`src/hdl/hotplug_slot_pkg.sv`:
```
// constants for the hot-plug slot control and status register logic
// assumes a single core clock and a synchronous active-high port reset
`default_nettype none

package hotplug_slot_pkg;

   // ==========================================================
   // register map
   localparam logic [7:0] slot_ctl_sts_off = 8'hd8;
   localparam int addr_w = 8;
   localparam int ctl_w = 13;

   // ==========================================================
   // control field positions (low half of the word)
   localparam int ctl_btn_en = 0;
   localparam int ctl_pfd_en = 1;
   localparam int ctl_mrl_en = 2;
   localparam int ctl_pdc_en = 3;
   localparam int ctl_cc_en = 4;
   localparam int ctl_hp_ie = 5;
   localparam int ctl_attn_lo = 6;
   localparam int ctl_pwr_ind_lo = 8;
   localparam int ctl_pwr_off = 10;
   localparam int ctl_lock = 11;
   localparam int ctl_dll_en = 12;

   // ==========================================================
   // status field positions (high half of the word)
   localparam int sts_btn = 16;
   localparam int sts_pfd = 17;
   localparam int sts_mrlc = 18;
   localparam int sts_pdc = 19;
   localparam int sts_cc = 20;
   localparam int sts_mrl_state = 21;
   localparam int sts_pres_state = 22;
   localparam int sts_dllsc = 24;

   // ==========================================================
   // indicator encodings and reset values
   localparam logic [1:0] ind_rsvd = 2'h0;
   localparam logic [1:0] ind_on = 2'h1;
   localparam logic [1:0] ind_blink = 2'h2;
   localparam logic [1:0] ind_off = 2'h3;
   localparam logic [1:0] attn_rst = ind_off;
   localparam logic [1:0] pwr_ind_rst = ind_on;
   localparam logic [12:0] ctl_rst = 13'h1c0;

endpackage : hotplug_slot_pkg

`default_nettype wire

```
`src/hdl/hotplug_slot_control_status.sv`:
```
// hot-plug slot control and status register for one downstream port
// assumes slot-side inputs are synchronous to clk and event inputs are
// one-cycle pulses; register port reads return data in the next cycle
//
// The plain strobed port was chosen for this implementation.
`default_nettype none

module hotplug_slot_control_status
   import hotplug_slot_pkg::*;
(
   // clock and reset
   input wire logic clk,
   input wire logic rst,
   // register port
   input wire logic [addr_w-1:0] reg_addr,
   input wire logic [31:0] reg_wdata,
   input wire logic reg_wr,
   input wire logic reg_rd,
   output logic [31:0] reg_rdata,
   // slot-side inputs
   input wire logic button_press,
   input wire logic power_fault,
   input wire logic latch_open,
   input wire logic card_present,
   input wire logic cmd_done,
   input wire logic link_active,
   input wire logic slot_implemented,
   // slot-side outputs
   output logic [1:0] attn_indicator,
   output logic [1:0] power_indicator,
   output logic slot_power_off,
   output logic electromechanical_lock_control,
   output logic attn_msg,
   output logic power_msg,
   // notification
   output logic hp_irq,
   output logic hp_wake
);

   // ==========================================================
   // state
   typedef struct packed {
      logic [ctl_w-1:0] ctl;
      logic btn;
      logic pfd;
      logic mrlc;
      logic pdc;
      logic cc;
      logic dllsc;
      logic armed;
      logic mrl_prev;
      logic pres_prev;
      logic link_prev;
      logic attn_msg;
      logic pwr_msg;
      logic [31:0] rdata;
   } state_s;

   state_s q_ff;
   state_s nxt_q;

   function automatic logic hit(input logic [addr_w-1:0] a);
      hit = (a == slot_ctl_sts_off);
   endfunction : hit

   logic pres_eff;
   logic wr_hit;
   logic [5:0] evt_flags;
   logic [5:0] evt_ens;
   logic [5:0] evt_pend;

   // a slot-less port always reports a card so software never sees an empty slot
   assign pres_eff = slot_implemented ? card_present : 1'b1;
   assign wr_hit = reg_wr && hit(reg_addr);

   // ==========================================================
   // next state
   always_comb begin
      nxt_q = q_ff;
      nxt_q.attn_msg = 1'b0;
      nxt_q.pwr_msg = 1'b0;
      nxt_q.rdata = 32'h0;
      // first cycle after reset only samples, so idle-high inputs do not flag a change
      nxt_q.armed = 1'b1;
      nxt_q.mrl_prev = latch_open;
      nxt_q.pres_prev = pres_eff;
      nxt_q.link_prev = link_active;
      if (wr_hit) begin
         nxt_q.ctl = reg_wdata[ctl_w-1:0];
         nxt_q.attn_msg = 1'b1;
         nxt_q.pwr_msg = 1'b1;
         if (reg_wdata[sts_btn]) begin
            nxt_q.btn = 1'b0;
         end
         if (reg_wdata[sts_pfd]) begin
            nxt_q.pfd = 1'b0;
         end
         if (reg_wdata[sts_pdc]) begin
            nxt_q.pdc = 1'b0;
         end
         if (reg_wdata[sts_cc]) begin
            nxt_q.cc = 1'b0;
         end
         if (reg_wdata[sts_dllsc]) begin
            nxt_q.dllsc = 1'b0;
         end
      end
      // sets come after clears so a same-cycle event is kept
      if (button_press) begin
         nxt_q.btn = 1'b1;
      end
      if (power_fault) begin
         nxt_q.pfd = 1'b1;
      end
      if (q_ff.armed && latch_open != q_ff.mrl_prev) begin
         nxt_q.mrlc = 1'b1;
      end
      if (q_ff.armed && pres_eff != q_ff.pres_prev) begin
         nxt_q.pdc = 1'b1;
      end
      if (cmd_done) begin
         nxt_q.cc = 1'b1;
      end
      if (q_ff.armed && link_active != q_ff.link_prev) begin
         nxt_q.dllsc = 1'b1;
      end
      if (reg_rd && hit(reg_addr)) begin
         nxt_q.rdata[ctl_w-1:0] = q_ff.ctl;
         nxt_q.rdata[sts_btn] = q_ff.btn;
         nxt_q.rdata[sts_pfd] = q_ff.pfd;
         nxt_q.rdata[sts_mrlc] = q_ff.mrlc;
         nxt_q.rdata[sts_pdc] = q_ff.pdc;
         nxt_q.rdata[sts_cc] = q_ff.cc;
         nxt_q.rdata[sts_mrl_state] = latch_open;
         nxt_q.rdata[sts_pres_state] = pres_eff;
         nxt_q.rdata[sts_dllsc] = q_ff.dllsc;
      end
   end

   always_ff @(posedge clk) begin
      if (rst) begin
         q_ff <= '0;
         q_ff.ctl <= ctl_rst;
      end else begin
         q_ff <= nxt_q;
      end
   end

   // ==========================================================
   // outputs
   assign evt_flags = {q_ff.dllsc, q_ff.cc, q_ff.pdc, q_ff.mrlc, q_ff.pfd, q_ff.btn};
   assign evt_ens = {q_ff.ctl[ctl_dll_en], q_ff.ctl[ctl_cc_en], q_ff.ctl[ctl_pdc_en],
      q_ff.ctl[ctl_mrl_en], q_ff.ctl[ctl_pfd_en], q_ff.ctl[ctl_btn_en]};
   assign evt_pend = evt_flags & evt_ens;
   assign hp_irq = q_ff.ctl[ctl_hp_ie] && (|evt_pend);
   // command completion only ever interrupts, it never wakes
   assign hp_wake = |{evt_pend[5], evt_pend[3:0]};

   assign reg_rdata = q_ff.rdata;
   // reserved 00 is stored and driven as written; the indicator treats it as don't-care
   assign attn_indicator = q_ff.ctl[ctl_attn_lo+1:ctl_attn_lo];
   assign power_indicator = q_ff.ctl[ctl_pwr_ind_lo+1:ctl_pwr_ind_lo];
   assign slot_power_off = q_ff.ctl[ctl_pwr_off];
   assign electromechanical_lock_control = q_ff.ctl[ctl_lock];
   assign attn_msg = q_ff.attn_msg;
   assign power_msg = q_ff.pwr_msg;
endmodule : hotplug_slot_control_status

`default_nettype wire

```
`config.mk`:
```
export PLATFORM = sky130hd
export DESIGN_NAME = hotplug_slot_control_status
export DESIGN_NICKNAME = d
export VERILOG_FILES = /design/src/hdl/hotplug_slot_pkg.sv /design/src/hdl/hotplug_slot_control_status.sv
export SDC_FILE = /design/constraint.sdc
export NUM_CORES = 1
export LEC_CHECK = 0
export BUFFER_PORTS_ARGS = -buffer_cell sky130_fd_sc_hd__buf_2
export CORE_MARGIN = 2
export CORE_UTILIZATION = 40
export DETAILED_ROUTE_END_ITERATION = 16
export GPL_TIMING_DRIVEN = 0
export PLACE_DENSITY = 0.77
export SLEW_MARGIN = 15
export SYNTH_ARGS = -nofsm -noshare
export SYNTH_HDL_FRONTEND = slang
export SYNTH_SLANG_ARGS = --single-unit
```
`constraint.sdc`:
```
create_clock -name clk -period 1.4 [get_ports clk]
set_input_delay 0.14 -clock clk [delete_from_list [all_inputs] [get_ports clk]]
set_output_delay 0.14 -clock clk [all_outputs]
set_load 0.005 [all_outputs]
```
==> results of run 1 <==
## worst max path at each step
stage / start / endpoint / slack (ns) / depth (start not counted)
2_1_floorplan: reg_addr[1] / attn_indicator[0] / -0.05 / 4
3_5_place_dp: reg_addr[1] / electromechanical_lock_control / -0.32 / 5
3_3_place_gp: reg_addr[1] / q_ff[49] / -0.29 / 5
6_report: evt_flags[1] / hp_irq / -0.08 / 4
4_1_cts: evt_flags[1] / hp_irq / -0.06 / 4
5_1_grt: evt_flags[1] / hp_irq / -0.1 / 4
## logic make-up after synthesis
kind of cell,Yosys count
AND/OR/NAND/NOR,66
buffers and inverters,50
flip-flops,45
multiplexers,14
AO/OA/AOI/OAI,11
XOR/XNOR,2
other,1
## stage by stage
step	TNS [ns]	area (um^2)	util [%]	worst slack, ns	hold slack [ns]
global placement	-6.95	2280	51.7	-0.292	0.334
global route	-0.185	2450	55.5	-0.0998	0.0425
CTS	-0.0859	2440	55.3	-0.0614	0.0310
floorplan	-0.520	1890	-	-0.0520	0.250
detailed placement	-7.36	2280	51.7	-0.322	0.351
finish	-0.115	2450	55.5	-0.0755	0.0375
## layout by cell type (no fill, tap or decap)
| cell | n |
|---|---|
| sky130_fd_sc_hd__xor2_1 | 2 |
| sky130_fd_sc_hd__nor4_1 | 1 |
| sky130_fd_sc_hd__and2_1 | 20 |
| sky130_fd_sc_hd__buf_4 | 41 |
| sky130_fd_sc_hd__nor3_4 | 1 |
| sky130_fd_sc_hd__a22oi_1 | 1 |
| sky130_fd_sc_hd__nand4b_1 | 1 |
| sky130_fd_sc_hd__nor2b_1 | 4 |
| sky130_fd_sc_hd__a31oi_1 | 1 |
| sky130_fd_sc_hd__conb_1 | 11 |
| sky130_fd_sc_hd__a21oi_1 | 3 |
| sky130_fd_sc_hd__inv_1 | 6 |
| sky130_fd_sc_hd__nor4b_4 | 1 |
| sky130_fd_sc_hd__clkbuf_1 | 4 |
| sky130_fd_sc_hd__or4b_4 | 1 |
| sky130_fd_sc_hd__o31ai_1 | 1 |
| sky130_fd_sc_hd__buf_12 | 1 |
| sky130_fd_sc_hd__nand2_1 | 25 |
| sky130_fd_sc_hd__bufinv_16 | 2 |
| sky130_fd_sc_hd__buf_2 | 66 |
| sky130_fd_sc_hd__mux2i_1 | 13 |
| sky130_fd_sc_hd__a311oi_1 | 4 |
| sky130_fd_sc_hd__mux2_2 | 1 |
| sky130_fd_sc_hd__dfxtp_1 | 43 |
| sky130_fd_sc_hd__clkbuf_8 | 5 |
| sky130_fd_sc_hd__clkbuf_2 | 2 |
| sky130_fd_sc_hd__nor2_1 | 11 |
| sky130_fd_sc_hd__clkinv_2 | 1 |
| sky130_fd_sc_hd__nand2b_1 | 1 |
| sky130_fd_sc_hd__dfxtp_2 | 2 |
| sky130_fd_sc_hd__a222oi_1 | 1 |
## registers in the layout, indices dropped and copies added, names as in the netlist
| name | count |
|---|---|
| power_indicator | 2 |
| electromechanical_lock_control | 1 |
| attn_indicator | 2 |
| q_ff | 5 |
| evt_ens | 6 |
| reg_rdata | 21 |
| slot_power_off | 1 |
| evt_flags | 6 |
| attn_msg | 1 |
## repair_timing
| action | 4_1_cts | 5_1_grt |
|---|---|---|
| hold buffers | 0 | 0 |
| pin swaps | 2 | 0 |
| gates resized for setup | 1 | 1 |
| endpoints found under the setup margin | 10 | 2 |
| setup buffers | 3 | 1 |
## power groups by stage
stage	combinational, mW	clock, mW	sequential, mW
after global routing	0.180	1.21	1.32
after CTS	0.160	1.16	1.32
after global placement	0.151	0	1.35
after detailed placement	0.155	0	1.35
final	0.162	1.13	1.32
after floorplan	0.0915	0	1.34
## layer usage
metal / global-route usage (%) / vias up / part of all wire, % / routed length (um)
met1: 15.7 / 606 / 42 / 1490
li1: - / 729 / - / -
met4: 6.29 / 0 / 0.96 / 34
met2: 25.1 / 49 / 51 / 1790
met3: 2.64 / 2 / 6.0 / 213
met5: 0 / - / 0 / 0
## critical path: cells and delay by family (launching register included)
kind	cells	cell delay, ns
AO/OA/AOI/OAI	2	0.40
buffers and inverters	2	0.32
flip-flops	1	0.33
## cell type report
| cell class | count | area share, % |
|---|---|---|
| timing repair buffer | 70 | 14.7 |
| multi-input combinational | 104 | 26.2 |
| tap | 52 | 2.66 |
| clock buffer | 5 | 2.81 |
| buffer | 44 | 13.2 |
| sequential | 45 | 36.9 |
| inverter | 6 | 0.919 |
| clock inverter | 3 | 2.66 |
==> parameters.txt, run 1 <==
Parameter                              Value

Routing
  Vias ... around 1,400
  Via density per instance ... roughly 4.2
  Antenna Violating Nets Remaining ... 0
  Count of routing violations after the opening detailed-route iteration ... slightly above 40
  # DRC ... 0
  Average detailed-routed wire length per instance ... ~11 um
  Final wirelength ... around 3500 um
  Router iterations before antenna repair ... 4

Setup path
  Type of destination of the critical path ... primary output
  Biggest fanout along the worst timing path ... 2
  Delay of the slowest cell on the worst path ... approximately 0.33 ns
  Cell-by-cell trace of the critical path ... a222oi_1 > buf_4 > a31oi_1 > buf_2
  Category of the worst setup path launch point ... flip-flop
  Required time reported for the critical path endpoint ... between 1 and 1.5 ns
  Reg2reg path depth ... 3
  CP arrival ... 1.34 ns
  Critical register-to-register path startpoint ... q_ff[37]
  Crit path kind ... reg -> out
  Endpoint of the lowest-slack register-to-register path ... evt_flags[3]
  Internal reg-to-reg setup slack ... roughly 0.45 ns
  Slowest cell on crit path ... sky130_fd_sc_hd__dfxtp_2

Final layout
  Final net count ... around 330
  Share of layout cells above drive strength 1 ... 44.8%
  Reg area ... ~900 um^2
  Filler Cells Inserted ... between 400 and 500
  Number of cells in the finished layout apart from fillers ... 329
  Area Overhead vs Synth ... 32.4%
  Number of inserted diodes ... 0
  Area of the multi-input gates ... roughly 640 um^2

Pwr
  Leakage power total ... approximately 1.2 nW
  Overall power ... around 2.6 mW
  Cell Pwr Density ... 1070 nW/um^2
  NetSw ... between 0.5 and 0.6 mW
  Proportion of power drawn by the clock network ... ~43%
  Logic pwr share ... under 10%
  Share of power burned in registers ... about half
  Internal Pwr Total ... around 2.1 mW
  Switching part of the total ... about a fifth
  Peak VDD IR ... ~0.47 mV

Outcome
  Violated checks ... setup timing
  Outcome ... finished with violations

Yosys
  Leading post-synthesis cells by cell area ... sky130_fd_sc_hd__dfxtp_1 (49%), sky130_fd_sc_hd__buf_4 (15%), sky130_fd_sc_hd__mux2i_1 (7.0%), sky130_fd_sc_hd__and2_1 (6.8%), sky130_fd_sc_hd__nand2_1 (5.1%)
  Compound-Gate Fraction of Synth Area ... under 10%
  Number of synthesis warnings ... 0
  Share of synthesized area occupied by flip-flops and latches ... about half
  Share of the synthesized netlist area taken by xor and xnor gates ... less than 1%
  Number of register bits inferred by synthesis ... 45
  Library cell occupying the most area in the post-synthesis netlist ... sky130_fd_sc_hd__dfxtp_1
  Ys async rst share ... 0%
  Number of flops mapped to enable cells by yosys ... 0
  Number of different library cells in the post-synthesis netlist ... 26
  Share of Yosys cell area claimed by the top area cell type ... 48.7%
  Post-synthesis area per instance ... around 9.8 um^2
  Mux share of post-synthesis cell area ... roughly 7.6%
  Main flop type after synthesis ... sky130_fd_sc_hd__dfxtp_1
  Largest family of logic cells by synthesized area ... simple AND/OR/NAND/NOR gates
  Simple-gate share of the synthesized area ... 19.5%
  Area of the mapped netlist ... between 1500 and 2000 um^2
  Top-count cell post-synth ... sky130_fd_sc_hd__dfxtp_1
  Post-synthesis share of cell area spent on full adders, half adders and majority gates ... 0%
  Ranking of synthesized cells by instance count ... sky130_fd_sc_hd__dfxtp_1 (45), sky130_fd_sc_hd__buf_4 (37), sky130_fd_sc_hd__nand2_1 (25)
  Number of standard cells after synthesis ... about 190

CTS
  Skew-Pair Late Insertion Delay ... 0.29 ns
  Clock Root Buffer ... sky130_fd_sc_hd__clkbuf_8
  Clock sink count ... 45
  Number of buffers on the longest clock path ... 2
  Number of H-tree levels ... 2
  Number of buffers inserted during clock tree synthesis ... 5
  Clock transition at path regs ... 0.09 ns
  CTS tree ... done

Die
  FP Rows ... 24
  Chip Width ... 72.0 um
  Starting Density ... 41.9%
  Die height ... about 70 um
  Die Footprint ... just over 5000 um^2
  Total core area ... ~4400 um^2
  I/O pin count ... between 90 and 100

Place
  Number of buffers added on ports ... 66
  Weighted congestion at the end of routability-driven global placement ... 0.662
  Cell total after placement ... around 320
  DP Wirelength ... between 2000 and 3000 um

Global route
  Number of antenna violations at the first check in global routing ... 0
  Via count of the first global-routing pass ... about 1,300
  Largest net degree at the start of global routing ... 15
  Total track usage ... approximately 14%
  GRT overflow ... 0
  Global-route wire length before repair ... about 5600 um

STA
  Final worst clock skew ... 0.00506 ns
  # setup viols final ... 2
  Peak Freq ... a little under 700 MHz
  Max-slew headroom at the worst pin ... 64.9%
  Count of final max-slew check failures ... 0
  Hold Violations, Final ... 0
  Minimum clock period ... about 1.5 ns
  Unrepaired setup endpoints after global routing ... true
  Final Cycle Share ... 105%
  Slew of the pin with the lowest slew margin ... approximately 0.53 ns
  Final critical-path setup slack ... -0.0755 ns

Min path
  Start point of the worst hold path ... reg_wdata[24]
  Count of cells along the worst hold path ... 2
  WHS Endpoint ... evt_flags[5]
  Class of the worst hold path ... in -> reg

Job
  Max_cap viols ... 0
No activity file was read; power rests on OpenSTA's default activity.
==> inputs of run 2 (changes only) <==
--- a/config.mk
+++ b/config.mk
@@ -6,7 +6,6 @@
 export NUM_CORES = 1
 export LEC_CHECK = 0
 export BUFFER_PORTS_ARGS = -buffer_cell sky130_fd_sc_hd__buf_2
-export CORE_MARGIN = 2
 export CORE_UTILIZATION = 40
 export DETAILED_ROUTE_END_ITERATION = 16
 export GPL_TIMING_DRIVEN = 0
==> parameters.txt, run 2 (same netlist as run 1, synthesis figures left out) <==
Parameter                              Value

Outcome
  Outcome ... finished with violations
  Violated checks ... setup timing

CTS
  Number of buffers inserted during clock tree synthesis ... 5 (unchanged)
  Number of buffers on the longest clock path ... 2 (unchanged)
  Clock transition at path regs ... 0.08 ns (about the same)
  Clock sink count ... 45 (unchanged)
  CTS tree ... done
  Skew-Pair Late Insertion Delay ... 0.30 ns (about the same)
  Number of H-tree levels ... 2 (unchanged)
  Clock Root Buffer ... sky130_fd_sc_hd__clkbuf_8

STA
  Hold Violations, Final ... 0 (unchanged)
  # setup viols final ... 2 (unchanged)
  Final worst clock skew ... 0.00555 ns (+0.000492 ns)
  Minimum clock period ... 1.46 ns (-0.0157 ns)
  Peak Freq ... 685 MHz (+1.1%)
  Count of final max-slew check failures ... 0 (unchanged)
  Final Cycle Share ... 104% (-1.1 points)
  Slew of the pin with the lowest slew margin ... 0.518 ns (-0.00884 ns)
  Final critical-path setup slack ... -0.0597 ns (+0.0157 ns)
  Max-slew headroom at the worst pin ... 65.5% (+0.59 points)
  Hold_ws ... 0.0309 ns (-0.00667 ns)
  Unrepaired setup endpoints after global routing ... true
  Sum Neg Setup Slack ... -0.0850 ns (+0.0304 ns)

Final layout
  Max reg flops ... 21 (unchanged)
  Area of the multi-input gates ... 642 um^2 (unchanged)
  Number of cells in the finished layout apart from fillers ... 327 (-0.61%)
  Share of layout cells above drive strength 1 ... 44.0% (-0.77 points)
  Highest-count cells in the layout ignoring fill and taps ... sky130_fd_sc_hd__buf_2 (66), sky130_fd_sc_hd__dfxtp_1 (44), sky130_fd_sc_hd__buf_4 (40)
  Final core utilization ... 54.6% (-0.88 points)
  Reg area ... 902 um^2 (-0.14%)
  Final net count ... 326 (-0.31%)
  Number of inserted diodes ... 0 (unchanged)
  Filler Cells Inserted ... 411 (+0.49%)
  Total non-filler cell area in the finished layout ... 2410 um^2 (-1.6%)
  Area Overhead vs Synth ... 30.3%
  Commonest non-fill, non-tap cell in the layout ... sky130_fd_sc_hd__buf_2

Routing
  Average detailed-routed wire length per instance ... 10.6 um (-1.1%)
  Vias ... 1,384 (-0.14%)
  Router iterations before antenna repair ... 4 (unchanged)
  Count of routing violations after the opening detailed-route iteration ... 36 (-12%)
  # DRC ... 0 (unchanged)
  Via density per instance ... 4.23 (+0.47%)
  Antenna Violating Nets Remaining ... 0 (unchanged)
  Final wirelength ... 3470 um (-1.7%)

Setup path
  Crit path kind ... reg -> out
  Biggest fanout along the worst timing path ... 2 (unchanged)
  Launching element of the worst setup path ... evt_flags[1]
  CP arrival ... 1.32 ns (-0.02 ns)
  Required time reported for the critical path endpoint ... 1.26 ns (about the same)
  Type of destination of the critical path ... primary output
  Category of the worst setup path launch point ... flip-flop
  Critical register-to-register path startpoint ... q_ff[37]

Die
  I/O pin count ... 93 (unchanged)
  Starting Density ... 41.9% (unchanged)
  FP Rows ... 24 (unchanged)
  Die height ... 70.0 um (-2.8%)
  Total core area ... 4410 um^2 (unchanged)
  Chip Width ... 70.0 um (-2.8%)
  Die Footprint ... 4900 um^2 (-5.5%)

Pwr
  Overall power ... 2.41 mW (-7.9%)
  Leakage power total ... 1.22 nW (-1.6%)
  Peak VDD IR ... 0.459 mV (-3.0%)
  Cell Pwr Density ... 998 nW/um^2 (-6.4%)

Job
  Max_cap viols ... 0 (unchanged)

Place
  DP Area ... 2280 um^2 (unchanged)
  Setup WS pre-CTS ... -0.392 ns (-0.0709 ns)
  Weighted congestion at the end of routability-driven global placement ... 0.686 (+3.7%)
  Cell total after placement ... 317 (unchanged)
  DP Wirelength ... 2670 um (-0.88%)
  Number of buffers added on ports ... 66 (unchanged)

Global route
  Global-route wire length before repair ... 5630 um (+1.2%)
  Total track usage ... 15.3% (+1.5 points)
  Largest net degree at the start of global routing ... 14 (-1)
  Via count of the first global-routing pass ... 1,260 (-4.4%)
  GRT overflow ... 0 (unchanged)
  Number of antenna violations at the first check in global routing ... 0 (unchanged)

Min path
  Class of the worst hold path ... in -> reg
  Start point of the worst hold path ... reg_wdata[17]
run 2: cell types whose count changed in the layout (fill, tap and decap cells not counted):
cell and change:
sky130_fd_sc_hd__dfxtp_1 +1, sky130_fd_sc_hd__dfxtp_2 -1, sky130_fd_sc_hd__buf_4 -1, sky130_fd_sc_hd__bufinv_16 -1
run 2: worst paths after layout:
path	to	slack, ns	cells past startpoint
worst max-delay path	hp_irq	-0.06	4
worst min register to register	evt_ens[1]	0.47	2
worst min-delay path	evt_flags[1]	0.03	2
worst max register to register	evt_flags[3]	0.46	3
run 2: layout make-up:
type / instances / area share [%]
clock inverter: 2 / 1.45
buffer: 44 / 13.4
timing repair buffer: 69 / 14.6
tap: 52 / 2.70
inverter: 6 / 0.934
multi-input combinational: 104 / 26.6
sequential: 45 / 37.4
clock buffer: 5 / 2.85
run 2: routing by layer:
layer  track usage [%]  share of wire [%]
met5                 0                  0
met4              7.33                2.0
met3              4.47                6.1
met2              25.9                 47
met1              17.7                 45
run 2: critical path, stage by stage, from the launching register on:
cell and delay [ns]:
sky130_fd_sc_hd__dfxtp_2 0.32, sky130_fd_sc_hd__a222oi_1 0.31, sky130_fd_sc_hd__buf_4 0.17, sky130_fd_sc_hd__a31oi_1 0.08
sky130_fd_sc_hd__buf_2 0.14
run 2: power by group:
| part | switching, mW | leakage [nW] | total (mW) | internal [mW] |
|---|---|---|---|---|
| sequential | 0.0151 | 0.366 | 1.32 | 1.30 |
| clock | 0.414 | 0.0540 | 0.932 | 0.519 |
| combinational | 0.0726 | 0.802 | 0.159 | 0.0865 |
| total | 0.501 | 1.22 | 2.41 | 1.91 |
run 2: timing repair:
action,4_1_cts,5_1_grt
hold buffers,0,0
gates resized for setup,1,0
buffers inserted,3,0
endpoints found under the setup margin,12,2
pin swaps,2,0
==> inputs of run 3 (changes only) <==
--- a/config.mk
+++ b/config.mk
@@ -6,6 +6,7 @@
 export NUM_CORES = 1
 export LEC_CHECK = 0
 export BUFFER_PORTS_ARGS = -buffer_cell sky130_fd_sc_hd__buf_2
+export CORE_ASPECT_RATIO = 0.8
 export CORE_UTILIZATION = 40
 export DETAILED_ROUTE_END_ITERATION = 16
 export GPL_TIMING_DRIVEN = 0
==> parameters.txt, run 3 (same netlist as run 1, synthesis figures left out) <==
Parameter                              Value

Outcome
  Outcome ... finished with violations
  Violated checks ... setup timing

Die
  I/O pin count ... 93 (unchanged)
  FP Rows ... 21 (-13%)
  Die height ... 62.8 um (-10%)
  Chip Width ... 78.0 um (+11%)
  Total core area ... 4310 um^2 (-2.4%)
  Starting Density ... 42.9% (+1.0 points)
  Die Footprint ... 4900 um^2 (about the same)

STA
  Unrepaired setup endpoints after global routing ... true
  Max-slew headroom at the worst pin ... 64.3% (-1.2 points)
  Minimum clock period ... 1.46 ns (+0.00416 ns)
  Peak Freq ... 683 MHz (-0.28%)
  Final Cycle Share ... 105% (+0.30 points)
  Count of final max-slew check failures ... 0 (unchanged)
  Hold Violations, Final ... 0 (unchanged)
  Final worst clock skew ... 0.00371 ns (-0.00183 ns)
  Slew of the pin with the lowest slew margin ... 0.535 ns (+0.0173 ns)
  Final critical-path setup slack ... -0.0639 ns (-0.00416 ns)
  Hold_ws ... 0.0304 ns (-0.000478 ns)
  # setup viols final ... 2 (unchanged)

Place
  DP Area ... 2290 um^2 (+0.27%)
  Setup WS pre-CTS ... -0.337 ns (+0.0557 ns)
  Weighted congestion at the end of routability-driven global placement ... 0.744 (+8.4%)
  Number of buffers added on ports ... 66 (unchanged)
  DP Wirelength ... 2650 um (-0.80%)

Global route
  Total track usage ... 15.8% (+0.43 points)
  GRT overflow ... 0 (unchanged)
  Number of antenna violations at the first check in global routing ... 0 (unchanged)
  Via count of the first global-routing pass ... 1,334 (+5.9%)
  Global-route wire length before repair ... 5900 um (+4.8%)
  Largest net degree at the start of global routing ... 13 (-1)

Pwr
  Overall power ... 2.28 mW (-5.3%)
  Peak VDD IR ... 0.494 mV (+7.5%)
  Cell Pwr Density ... 947 nW/um^2 (-5.1%)
  Leakage power total ... 1.22 nW (-0.47%)

Setup path
  Type of destination of the critical path ... primary output
  CP arrival ... 1.32 ns (about the same)
  Biggest fanout along the worst timing path ... 3 (+1)
  Required time reported for the critical path endpoint ... 1.26 ns (about the same)
  Reg2reg path depth ... 3 (unchanged)
  Crit path kind ... reg -> out
  Category of the worst setup path launch point ... flip-flop

Routing
  Antenna Violating Nets Remaining ... 0 (unchanged)
  Final wirelength ... 3540 um (+2.1%)
  Count of routing violations after the opening detailed-route iteration ... 59 (+64%)
  Router iterations before antenna repair ... 4 (unchanged)
  Average detailed-routed wire length per instance ... 10.6 um (+0.24%)
  Via density per instance ... 4.20 (-0.74%)
  # DRC ... 0 (unchanged)
  Vias ... 1,399 (+1.1%)

Final layout
  Total non-filler cell area in the finished layout ... 2410 um^2 (-0.16%)
  Area Overhead vs Synth ... 30.1%
  Highest-count cells in the layout ignoring fill and taps ... sky130_fd_sc_hd__buf_2 (66), sky130_fd_sc_hd__dfxtp_1 (44), sky130_fd_sc_hd__buf_4 (41)
  Final net count ... 327 (+0.31%)
  Share of layout cells above drive strength 1 ... 43.8% (-0.16 points)
  Final core utilization ... 55.9% (+1.2 points)
  Commonest non-fill, non-tap cell in the layout ... sky130_fd_sc_hd__buf_2
  Max reg flops ... 21 (unchanged)
  Number of inserted diodes ... 0 (unchanged)

Min path
  Count of cells along the worst hold path ... 2 (unchanged)
  Class of the worst hold path ... in -> reg

CTS
  Clock Root Buffer ... sky130_fd_sc_hd__clkbuf_8
  Skew-Pair Late Insertion Delay ... 0.29 ns (about the same)
  Number of buffers on the longest clock path ... 2 (unchanged)
  Clock sink count ... 45 (unchanged)
  CTS tree ... done
  Clock transition at path regs ... 0.08 ns (about the same)
  Number of H-tree levels ... 2 (unchanged)
  Number of buffers inserted during clock tree synthesis ... 5 (unchanged)

Job
  Max_cap viols ... 0 (unchanged)
## run 3: cell count changes in the layout (fill, tap and decap cells not counted), sizes merged
cell / previous run / this run
buf: 107 / 108
clkinv: 1 / 0
clkbuf: 11 / 13
bufinv: 1 / 0
## run 3: critical path: stages, from the launching register on
cell and delay (ns):
sky130_fd_sc_hd__dfxtp_1 0.33, sky130_fd_sc_hd__a222oi_1 0.30, sky130_fd_sc_hd__buf_4 0.17, sky130_fd_sc_hd__a31oi_1 0.08, sky130_fd_sc_hd__buf_2 0.14
## run 3: path summary, 6_finish.rpt
kind | slack, ns | start | endpoint
setup reg to reg | 0.47 | q_ff[37] | evt_flags[3]
hold reg to reg | 0.47 | q_ff[49] | q_ff[49]
setup / recovery | -0.06 | evt_ens[1] | hp_irq
hold / removal | 0.03 | reg_wdata[24] | evt_flags[5]
## run 3: timing repair
item | in CTS | in global routing
endpoints found under the setup margin | 12 | 4
hold buffers | 0 | 0
resized for setup | 1 | 0
buffers inserted | 4 | 0
pin swaps | 2 | 1
## run 3: through the flow
step | instances | setup TNS, ns
after floorplan | 199 | -0.520
after global placement | 322 | -7.66
after detailed placement | 322 | -8.49
after CTS | 333 | -0.0845
after global routing | 333 | -0.285
final | 333 | -0.0876
## run 3: routing by layer
layer | vias to the layer above | global-route usage (%) | wire, um
met5 | - | 0 | 0
met2 | 50 | 25.9 | 1600
met3 | 10 | 4.82 | 237
met4 | 0 | 8.33 | 74
met1 | 606 | 18.3 | 1630
li1 | 733 | - | -
## run 3: report_power, final
group / total, mW / switching [mW] / leakage [nW] / internal [mW]
clock: 0.806 / 0.414 / 0.0443 / 0.392
sequential: 1.31 / 0.0142 / 0.366 / 1.30
combinational: 0.160 / 0.0730 / 0.806 / 0.0866
total: 2.28 / 0.501 / 1.22 / 1.78
## run 3: final cells by class
class / count / area (um^2)
Tap cell: 57 / 71.3
Fill cell: 423 / 1900
Inverter: 6 / 22.5
Buffer: 44 / 323
Timing Repair Buffer: 70 / 360
Multi-Input combinational cell: 104 / 642
Clock buffer: 7 / 86.3
Sequential cell: 45 / 902
